[src/verilog/misc_regs_pkg.sv]
/*
 misc_regs_pkg: offsets, field positions, reset values and carriers for the
 miscellaneous control and identity register bank.
 assumes: Avalon-MM slave, 8-bit registers in the low bits of a 32-bit word.
*/
package misc_regs_pkg;
   localparam int unsigned ADDR_W           = 10;
   localparam int unsigned DATA_W           = 32;
   localparam int unsigned REG_W            = 8;
   localparam int unsigned CODE_W           = 10;
   // register indices as printed, byte address is four times the index
   localparam logic [7:0] IDX_RX_CODE_LOW   = 8'h62;
   localparam logic [7:0] IDX_RX_CODE_HIGH  = 8'h63;
   localparam logic [7:0] IDX_ROM_VER       = 8'h70;
   localparam logic [7:0] IDX_RAM_MAJOR     = 8'h71;
   localparam logic [7:0] IDX_RAM_MINOR     = 8'h72;
   localparam logic [7:0] IDX_PART_ID_LOW   = 8'h80;
   localparam logic [7:0] IDX_PART_ID_HIGH  = 8'h81;
   localparam logic [7:0] IDX_MISC_CONTROL  = 8'hee;
   // misc_control fields
   localparam int unsigned BIT_SOFT_RESET   = 0;
   localparam int unsigned BIT_CODE_STORE   = 1;
   localparam int unsigned BIT_IRQ_POLARITY = 2;
   localparam logic [2:0] MISC_CONTROL_MASK = 3'h7;
   localparam logic [2:0] MISC_CONTROL_RST  = 3'h0;
   localparam logic [1:0] RX_HIGH_RST       = 2'h0;
   localparam logic [7:0] RX_LOW_RST        = 8'h00;
   // arbitrary neutral identity defaults
   localparam logic [7:0] ROM_VER_DEFAULT   = 8'h11;
   localparam logic [15:0] PART_ID_DEFAULT  = 16'h5aa5;
   localparam logic [7:0] RAM_VER_RST       = 8'h00;
   localparam logic [31:0] READ_UNMAPPED    = 32'h0000_0000;

   typedef struct packed {
      logic irq_polarity_select;
      logic code_store_select;
      logic controller_soft_reset;
   } misc_control_s;

   typedef struct packed {
      logic [7:0] ram_major_version_field;
      logic [7:0] ram_minor_version_field;
   } ram_version_s;
endpackage : misc_regs_pkg

[src/verilog/irq_pin_driver.sv]
/*
 irq_pin_driver: turns the combined interrupt request into the host irq pin
 as output value and output enable.
 assumes: the wire is pulled up externally in active-low mode.
*/
`timescale 1ns/1ps
`default_nettype none
module irq_pin_driver (
   input  wire logic core_clk,
   input  wire logic resetn,
   input  wire logic irq_request,
   input  wire logic irq_polarity_select,
   output var  logic host_irq_output_o,
   output var  logic host_irq_output_oe
);
   import misc_regs_pkg::*;

   always_ff @(posedge core_clk) begin
      if (!resetn) begin
         host_irq_output_o  <= 1'b0;
         host_irq_output_oe <= 1'b0;
      end else if (irq_polarity_select) begin
         host_irq_output_o  <= irq_request;
         host_irq_output_oe <= 1'b1;
      end else begin
         host_irq_output_o  <= 1'b0;
         host_irq_output_oe <= irq_request;
      end
   end
endmodule : irq_pin_driver
`default_nettype wire

[src/verilog/rx_code_capture.sv]
/*
 rx_code_capture: holds the ten-bit antenna receive code word, loaded by the
 antenna interface logic or by host writes to the two data registers.
 assumes: load strobe and code come from logic on core_clk.
*/
`timescale 1ns/1ps
`default_nettype none
module rx_code_capture (
   input  wire logic        core_clk,
   input  wire logic        resetn,
   input  wire logic        code_load,
   input  wire logic [9:0]  code_in,
   input  wire logic        host_wr_low,
   input  wire logic        host_wr_high,
   input  wire logic [7:0]  host_wdata,
   output var  logic [9:0]  code_q
);
   import misc_regs_pkg::*;

   always_ff @(posedge core_clk) begin
      if (!resetn) begin
         code_q <= {RX_HIGH_RST, RX_LOW_RST};
      end else if (code_load) begin
         code_q <= code_in;
      end else begin
         if (host_wr_low) begin
            code_q[7:0] <= host_wdata;
         end
         if (host_wr_high) begin
            code_q[9:8] <= host_wdata[1:0];
         end
      end
   end
endmodule : rx_code_capture
`default_nettype wire

[src/verilog/misc_control_id_registers.sv]
/*
 misc_control_id_registers: Avalon-MM register bank with receive code word,
 firmware version, part identifier and miscellaneous control registers.
 assumes: one clock, synchronous active-low reset, status inputs synchronous.
*/
`timescale 1ns/1ps
`default_nettype none
module misc_control_id_registers (
   input  wire logic                              core_clk,
   input  wire logic                              resetn,
   input  wire logic [misc_regs_pkg::ADDR_W-1:0]  avs_address,
   input  wire logic                              avs_read,
   input  wire logic                              avs_write,
   input  wire logic [misc_regs_pkg::DATA_W-1:0]  avs_writedata,
   input  wire logic [3:0]                        avs_byteenable,
   output var  logic [misc_regs_pkg::DATA_W-1:0]  avs_readdata,
   output var  logic                              avs_waitrequest,
   input  wire logic                              rx_code_load,
   input  wire logic [misc_regs_pkg::CODE_W-1:0]  rx_code_in,
   input  wire misc_regs_pkg::ram_version_s       ram_version_in,
   input  wire logic                              ram_version_load,
   input  wire logic [7:0]                        unmasked_status,
   output var  misc_regs_pkg::misc_control_s      misc_control_out,
   output var  logic                              host_irq_output_o,
   output var  logic                              host_irq_output_oe
);
   import misc_regs_pkg::*;

   logic                ack_q;
   logic [DATA_W-1:0]   rdata_d;
   logic                access;
   logic                wr_take;
   logic [7:0]          idx;
   logic                word_aligned;
   logic [9:0]          code_q;
   misc_control_s       ctrl_q;
   ram_version_s        ram_ver_q;
   logic                irq_req_q;
   logic [7:0]          wbyte;

   assign access       = (avs_read | avs_write) & ~ack_q;
   assign wr_take      = avs_write & ack_q & avs_byteenable[0];
   assign idx          = avs_address[9:2];
   assign word_aligned = (avs_address[1:0] == 2'h0);
   assign wbyte        = avs_writedata[7:0];

   // one wait cycle, answer on the second edge of a request
   always_ff @(posedge core_clk) begin
      if (!resetn) begin
         ack_q <= 1'b0;
      end else begin
         ack_q <= access;
      end
   end

   always_ff @(posedge core_clk) begin
      if (!resetn) begin
         avs_waitrequest <= 1'b1;
      end else begin
         avs_waitrequest <= ~access;
      end
   end

   always_comb begin
      rdata_d = READ_UNMAPPED;
      if (word_aligned) begin
         unique case (idx)
            IDX_RX_CODE_LOW:  rdata_d[7:0] = code_q[7:0];
            IDX_RX_CODE_HIGH: rdata_d[1:0] = code_q[9:8];
            IDX_ROM_VER:      rdata_d[7:0] = ROM_VER_DEFAULT;
            IDX_RAM_MAJOR:    rdata_d[7:0] = ram_ver_q.ram_major_version_field;
            IDX_RAM_MINOR:    rdata_d[7:0] = ram_ver_q.ram_minor_version_field;
            IDX_PART_ID_LOW:  rdata_d[7:0] = PART_ID_DEFAULT[7:0];
            IDX_PART_ID_HIGH: rdata_d[7:0] = PART_ID_DEFAULT[15:8];
            IDX_MISC_CONTROL: rdata_d[2:0] = ctrl_q;
            default:          rdata_d = READ_UNMAPPED;
         endcase
      end
   end

   always_ff @(posedge core_clk) begin
      if (!resetn) begin
         avs_readdata <= READ_UNMAPPED;
      end else if (avs_read & ~ack_q) begin
         avs_readdata <= rdata_d;
      end
   end

   // control writes keep only the three defined bits
   always_ff @(posedge core_clk) begin
      if (!resetn) begin
         ctrl_q <= MISC_CONTROL_RST;
      end else if (wr_take & word_aligned & (idx == IDX_MISC_CONTROL)) begin
         ctrl_q <= wbyte[2:0] & MISC_CONTROL_MASK;
      end
   end

   always_ff @(posedge core_clk) begin
      if (!resetn) begin
         misc_control_out <= MISC_CONTROL_RST;
      end else begin
         misc_control_out.irq_polarity_select   <= ctrl_q[BIT_IRQ_POLARITY];
         misc_control_out.code_store_select     <= ctrl_q[BIT_CODE_STORE];
         misc_control_out.controller_soft_reset <= ctrl_q[BIT_SOFT_RESET];
      end
   end

   // version of code loaded into ram, reported by the controller
   always_ff @(posedge core_clk) begin
      if (!resetn) begin
         ram_ver_q <= {RAM_VER_RST, RAM_VER_RST};
      end else if (ram_version_load) begin
         ram_ver_q <= ram_version_in;
      end
   end

   always_ff @(posedge core_clk) begin
      if (!resetn) begin
         irq_req_q <= 1'b0;
      end else begin
         irq_req_q <= |unmasked_status;
      end
   end

   rx_code_capture u_rx_code (
      .core_clk     (core_clk),
      .resetn       (resetn),
      .code_load    (rx_code_load),
      .code_in      (rx_code_in),
      .host_wr_low  (wr_take & word_aligned & (idx == IDX_RX_CODE_LOW)),
      .host_wr_high (wr_take & word_aligned & (idx == IDX_RX_CODE_HIGH)),
      .host_wdata   (wbyte),
      .code_q       (code_q)
   );

   irq_pin_driver u_irq (
      .core_clk            (core_clk),
      .resetn              (resetn),
      .irq_request         (irq_req_q),
      .irq_polarity_select (ctrl_q[BIT_IRQ_POLARITY]),
      .host_irq_output_o   (host_irq_output_o),
      .host_irq_output_oe  (host_irq_output_oe)
   );
endmodule : misc_control_id_registers
`default_nettype wire

[config.mk]
export PLATFORM = sky130hd
export DESIGN_NAME = misc_control_id_registers
export DESIGN_NICKNAME = d
export VERILOG_FILES = /design/src/verilog/misc_regs_pkg.sv /design/src/verilog/irq_pin_driver.sv /design/src/verilog/rx_code_capture.sv /design/src/verilog/misc_control_id_registers.sv
export SDC_FILE = /design/constraint.sdc
export NUM_CORES = 1
export LEC_CHECK = 0
export ABC_AREA = 1
export ABC_CLOCK_PERIOD_IN_PS = 1750
export BUFFER_PORTS_ARGS = -buffer_cell sky130_fd_sc_hd__clkbuf_2
export CAP_MARGIN = 20
export CORE_MARGIN = 1
export CORE_UTILIZATION = 45
export DETAILED_ROUTE_END_ITERATION = 6
export PLACE_DENSITY_LB_ADDON = 0.12
export SYNTH_ARGS = -nofsm -noshare
export SYNTH_HDL_FRONTEND = slang
export SYNTH_HIERARCHICAL = 1
export SYNTH_SLANG_ARGS = --single-unit
[constraint.sdc]
create_clock -name core_clk -period 1.75 [get_ports core_clk]
set_input_delay 0.175 -clock core_clk [delete_from_list [all_inputs] [get_ports core_clk]]
set_output_delay 0.175 -clock core_clk [all_outputs]
set_load 0.02 [all_outputs]
==> impl_metrics.json, run 1 <==
{
  "dpl.hpwl_mm": 3.82,
  "fin_tns_setup_ps": 0,
  "final_antenna_net_count": 0,
  "synth_xor_xnor_area_share": 0,
  "cts-root-buf": "clkbuf_8",
  "coreArea_um2": 4850,
  "ir_worst_vdd_v": 0.000515,
  "die_h_um": 73.8,
  "yosysTopAreaCellShare": 0.388,
  "cts_hold_buf": 0,
  "synth_top_family_by_area": "simple AND/OR/NAND/NOR gates",
  "syn_area_per_cell_um2": 6.81,
  "clk_pin_slew_worst_paths_ps": 90,
  "async_flop_share": 0,
  "nFillCells": 506,
  "die_w_um": 73.8,
  "max_freq_ghz": 0.699,
  "clkSinkCount": 45,
  "ctsResizeCount": 0,
  "skew_ps": 7.94,
  "insertion_delay_ps": 290,
  "antenna_found_initial": 0,
  "finalHoldViolCount": 0,
  "rsz0062_at_grt": "false",
  "synth.distinct_cells": 21,
  "synth_common_cells": "67 x nand2_1, 56 x nand3_1, 48 x nor2_1",
  "vias": 2188,
  "critPathCaptureType": "flop",
  "grtUsageTotal": 0.189,
  "worst_setup_path_start_kind": "flop",
  "drive_gt1_frac": 0.237,
  "yosys.area_share.adder": 0,
  "period_needed_ps": 1430,
  "wire_per_inst_um": 10.2,
  "gr-total-overflow": 0,
  "clk_path_buf_depth": 2,
  "port_buffers": 72,
  "power_density_nw_per_um2": 754,
  "synth_top_area_cell": "dfxtp_1",
  "dieArea_um2": 5450,
  "drt_iter0_drc": 79,
  "crit_required_ps": 1940,
  "setup_viol": 0,
  "syn_inst": 341,
  "ys_seq_area_frac": 0.388,
  "cp.arrival_ps": 1620,
  "ys_seq_elements": 45,
  "num_rows": 25,
  "dpl_worst_slack_ps": 232,
  "cts_buffers": 5,
  "drtPass1Iterations": 4,
  "cts_setup_buffers": 0,
  "worstSetupPathType": "flop to flop",
  "status": "completed",
  "htree_levels": 2,
  "synth-compound-area-share": 0.0733,
  "maxSlewViolCount": 0,
  "hold_class": "primary input to flop",
  "cp_max_fo": 9,
  "cts_tree": "yes",
  "totalWireLength_mm": 4.92,
  "placed_area_um2": 2630,
  "area_growth_pct": 17.5,
  "p_leak_nw": 1.43,
  "cap_violations": 0,
  "p_total_w": 0.00206,
  "ys.flop_type": "dfxtp_1",
  "antenna_cells": 0,
  "gp_congestion": 0.830,
  "vias_per_cell": 4.55,
  "synthTopCellsByArea": "dfxtp_1 39%, nand3_1 12%, nand2_1 11%",
  "io_pins": 124,
  "initial_core_util": 0.479,
  "yosys.area_share.simple": 0.369,
  "synth_edf_count": 0,
  "grt_start_max_net_pins": 35,
  "synthMuxAreaShare": 0,
  "grt_pass1_wl_mm": 7.96,
  "drc": 0,
  "stdcell_area_um2": 2730,
  "ys_warn_count": 6,
  "synth_most_common_cell": "nand2_1",
  "grt_pass1_vias": 1787,
  "min_period_over_period": 0.818,
  "syn_area_um2": 2320,
  "worst_slack_ps": 319,
  "regArea_um2": 901,
  "multi_input_area_um2": 1120,
  "nets": 499,
  "fin_util": 0.563
}
through the flow:
step / hold slack [ps] / instances
finish: 105 / 481
global route: 105 / 481
CTS: 103 / 481
detailed placement: 404 / 473
global placement: 396 / 473
floorplan: 281 / 364
registers in the layout, indices dropped and copies added, names as in the netlist:
| name | cells |
|---|---|
| ack_q | 1 |
| irq_req_q | 1 |
| u_irq/host_irq_output_o | 1 |
| u_rx_code/code_q | 10 |
| ctrl_q | 3 |
| avs_waitrequest | 1 |
| u_irq/host_irq_output_oe | 1 |
| avs_readdata | 8 |
| ram_ver_q | 16 |
| misc_control_out | 3 |
layer usage:
| layer | vias to the layer above | track usage | wire length (um) | part of all wire |
|---|---|---|---|---|
| met4 | 0 | 0.0385 | 14 | 0.0028 |
| met2 | 71 | 0.290 | 2160 | 0.44 |
| li1 | 1179 | - | - | - |
| met3 | 2 | 0.0384 | 262 | 0.053 |
| met1 | 936 | 0.273 | 2490 | 0.50 |
| met5 | - | 0 | 0 | 0 |
critical path: stages (launching register included):
cell	delay, ps
dfxtp_1	400
nand3_1	100
nor2_1	170
inv_1	70
nor2_1	90
buf_4	170
nor2_2	90
nand2_1	90
nand3_1	60
nand2_1	60
inv_1	30
layout by cell type (no fill, tap or decap):
cell      count
o21ai_0      20
clkinv_1      3
or2_2         1
clkbuf_8      7
clkinv_2      1
nor3_1        1
and2_0        1
nor2_2        3
inv_1        31
nand4_1       4
conb_1       24
nand2_2       4
nor4_1        2
nor2_1       48
inv_2         2
a21oi_1      14
nor2_4        4
clkbuf_2     72
buf_4         4
nand3_1      56
dfxtp_1      45
nand2_1      67
area by class of cell:
cell class              instances  area share
inverters                      36      0.0495
flip-flops and latches         45       0.330
clock buffers                   7      0.0353
well taps                      67      0.0307
multi-input cells             249       0.409
repair buffers                 76       0.143
clock inverters                 1     0.00183
worst paths after layout:
check | to | slack [ps] | depth (start not counted) | startpoint
max reg2reg | u_rx_code/code_q[3]$_SDFFE_PN0P_ | 320 | 10 | ack_q$_SDFF_PN0_
min | ram_ver_q[0]$_SDFFE_PN0P_ | 100 | 3 | ram_version_in[0]
max | u_rx_code/code_q[3]$_SDFFE_PN0P_ | 320 | 10 | ack_q$_SDFF_PN0_
min reg2reg | u_irq/host_irq_output_o$_SDFF_PN0_ | 450 | 2 | irq_req_q$_SDFF_PN0_
cells by family after synthesis:
group	Yosys count
other	1
buffers and inverters	70
DFF	45
AOI/OAI and AO/OA	34
and+or+nand+nor	191
power by group:
group	leakage, nW	internal (W)	switching [W]
sequential	0.370	0.00107	0.0000221
combinational	1.00	0.0000953	0.000181
clock	0.0542	0.000357	0.000334
total	1.43	0.00152	0.000537
(Power assumes the default switching activity.)
==> run 2: changes to the inputs <==
--- a/config.mk
+++ b/config.mk
@@ -6,7 +6,7 @@
 export NUM_CORES = 1
 export LEC_CHECK = 0
 export ABC_AREA = 1
-export ABC_CLOCK_PERIOD_IN_PS = 1750
+export ABC_CLOCK_PERIOD_IN_PS = 1450
 export BUFFER_PORTS_ARGS = -buffer_cell sky130_fd_sc_hd__clkbuf_2
 export CAP_MARGIN = 20
 export CORE_MARGIN = 1
==> constraint.sdc (replaced) <==
create_clock -name core_clk -period 1.45 [get_ports core_clk]
set_input_delay 0.145 -clock core_clk [delete_from_list [all_inputs] [get_ports core_clk]]
set_output_delay 0.145 -clock core_clk [all_outputs]
set_load 0.02 [all_outputs]
==> run 2 against run 1 <==
Non-clock buffer count rose by 5. Sequential share of layout area fell by 0.36 points. Utilization rose by 0.62 points. Worst setup slack got worse by 180 ps. Global-route usage rose by 0.27 points. Critical path type unchanged.
==> impl_metrics.json, run 2 (synthesized netlist as in run 1, its figures left out) <==
{
  "vias_per_cell": 4.59,
  "nFillCells": 519,
  "dpl.hpwl_mm": 3.88,
  "insertion_delay_ps": 290,
  "crit_family": "simple AND/OR/NAND/NOR gates",
  "antenna_cells": 0,
  "cts_tree": "yes",
  "crit_required_ps": 1650,
  "area_growth_pct": 18.8,
  "clk_path_buf_depth": 2,
  "finalHoldViolCount": 0,
  "initial_core_util": 0.479,
  "grt_start_max_net_pins": 35,
  "switching_share": 0.261,
  "cp.arrival_ps": 1510,
  "final_common_cell": "clkbuf_2",
  "critPathBufInv": 3,
  "ir_worst_vdd_v": 0.000463,
  "gr-total-overflow": 0,
  "drive_gt1_frac": 0.244,
  "setup_viol": 0,
  "nets": 504,
  "skew_ps": 3.24,
  "maxSlewViolCount": 0,
  "drtPass1Iterations": 4,
  "placed_area_um2": 2660,
  "drc": 0,
  "grt_pass1_vias": 1833,
  "htree_levels": 2,
  "pwr-share-comb": 0.144,
  "die_w_um": 73.8,
  "cts_buffers": 5,
  "worstSetupPathType": "flop to flop",
  "rsz0062_at_grt": "false",
  "max_freq_ghz": 0.764,
  "reg_top3": "ram_ver_q: 16 flops, u_rx_code/code_q: 10 flops, avs_readdata: 8 flops",
  "min_period_over_period": 0.903,
  "period_needed_ps": 1310,
  "largest-register": "ram_ver_q",
  "p_switching_w": 0.000634,
  "stdcell_area_um2": 2760,
  "gp_congestion": 0.831,
  "grt_pass1_wl_mm": 8.02,
  "critPathSlowestCell": "dfxtp_1",
  "totalWireLength_mm": 4.96,
  "grtUsageTotal": 0.192,
  "clkSinkCount": 45,
  "largest_register_ffs": 16,
  "cts-root-buf": "clkbuf_8",
  "coreArea_um2": 4850,
  "clk_pin_slew_worst_paths_ps": 80,
  "port_buffers": 72,
  "cp_max_fo": 9,
  "dieArea_um2": 5450,
  "worst_setup_path_start_kind": "flop",
  "wire_per_inst_um": 10.2,
  "p_int_w": 0.00179,
  "hold_class": "primary input to flop",
  "antenna_found_initial": 0,
  "final_antenna_net_count": 0,
  "cts_setup_buffers": 0,
  "status": "completed",
  "die_h_um": 73.8,
  "drt_iter0_drc": 66,
  "io_pins": 124,
  "p_total_w": 0.00243,
  "final_cell_mix": "72 x clkbuf_2, 67 x nand2_1, 56 x nand3_1",
  "num_rows": 25,
  "path_cells": "nand3_1 -> nor2_2 -> inv_1 -> nor2_1 -> buf_4 -> nor2_4 -> nand2_1 -> nand3_1 -> nand2_1 -> inv_1",
  "cap_violations": 0,
  "power_frac_seq": 0.541,
  "fin_util": 0.569,
  "max_stage_delay_ps": 330,
  "p_leak_nw": 1.44,
  "vias": 2224,
  "critPathCaptureType": "flop",
  "power_density_nw_per_um2": 880,
  "clkPwrFrac": 0.315
}
==> run 2: cell count changes in the layout (fill, tap and decap cells not counted), sizes merged <==
cell and delta:
buf +5, clkinv -1
==> run 2: power groups by stage <==
stage	registers, W	clock network (W)	logic, W
floorplan	0.00134	0	0.000261
global placement	0.00134	0	0.000343
detailed placement	0.00134	0	0.000347
CTS	0.00131	0.000792	0.000349
global route	0.00132	0.000834	0.000395
finish	0.00131	0.000765	0.000349
==> run 2: worst paths after layout <==
kind	from	endpoint	slack, ps	depth (start not counted)
min	ram_version_in[2]	ram_ver_q[2]$_SDFFE_PN0P_	70	3
min reg2reg	irq_req_q$_SDFF_PN0_	u_irq/host_irq_output_o$_SDFF_PN0_	450	2
max reg2reg	ack_q$_SDFF_PN0_	u_rx_code/code_q[3]$_SDFFE_PN0P_	140	10
max	ack_q$_SDFF_PN0_	u_rx_code/code_q[3]$_SDFFE_PN0P_	140	10
==> run 2: metal layers <==
layer | vias up | part of all wire | GRT usage
met5 | - | 0 | 0
met4 | 0 | 0.0085 | 0.0705
met3 | 4 | 0.054 | 0.0343
met2 | 81 | 0.44 | 0.304
met1 | 950 | 0.50 | 0.259
li1 | 1189 | - | -
==> run 2: timing repair <==
item / CTS / global route
endpoints found under the hold margin: 0 / 0
gates resized for setup: 0 / 2
setup endpoints to repair: 0 / 6
hold buffers: 0 / 0
==> run 2: final cells by class <==
| cell class | instances | area [um2] | area share |
|---|---|---|---|
| Clock buffer | 7 | 86.3 | 0.0313 |
| Tap cell | 67 | 83.8 | 0.0304 |
| Sequential cell | 45 | 901 | 0.327 |
| Multi-Input combinational cell | 249 | 1120 | 0.407 |
| Timing Repair Buffer | 81 | 428 | 0.155 |
| Inverter | 36 | 135 | 0.0490 |
==> run 2: worst register-to-register path: stages (launching register included) <==
cell and delay, ps:
dfxtp_1 330, nand3_1 90, nor2_2 140, inv_1 60
nor2_1 90, buf_4 180, nor2_4 80, nand2_1 80
nand3_1 60, nand2_1 60, inv_1 40
==> run 2: through the flow <==
stage / std cells / setup TNS [ps] / hold slack, ps / setup WS (ps)
global placement: 478 / 0 / 367 / 7.51
floorplan: 364 / 0 / 251 / 223
detailed placement: 478 / -26.7 / 376 / -10.5
CTS: 485 / 0 / 65.9 / 95.6
global route: 485 / 0 / 73.6 / 13.8
finish: 485 / 0 / 70.8 / 141
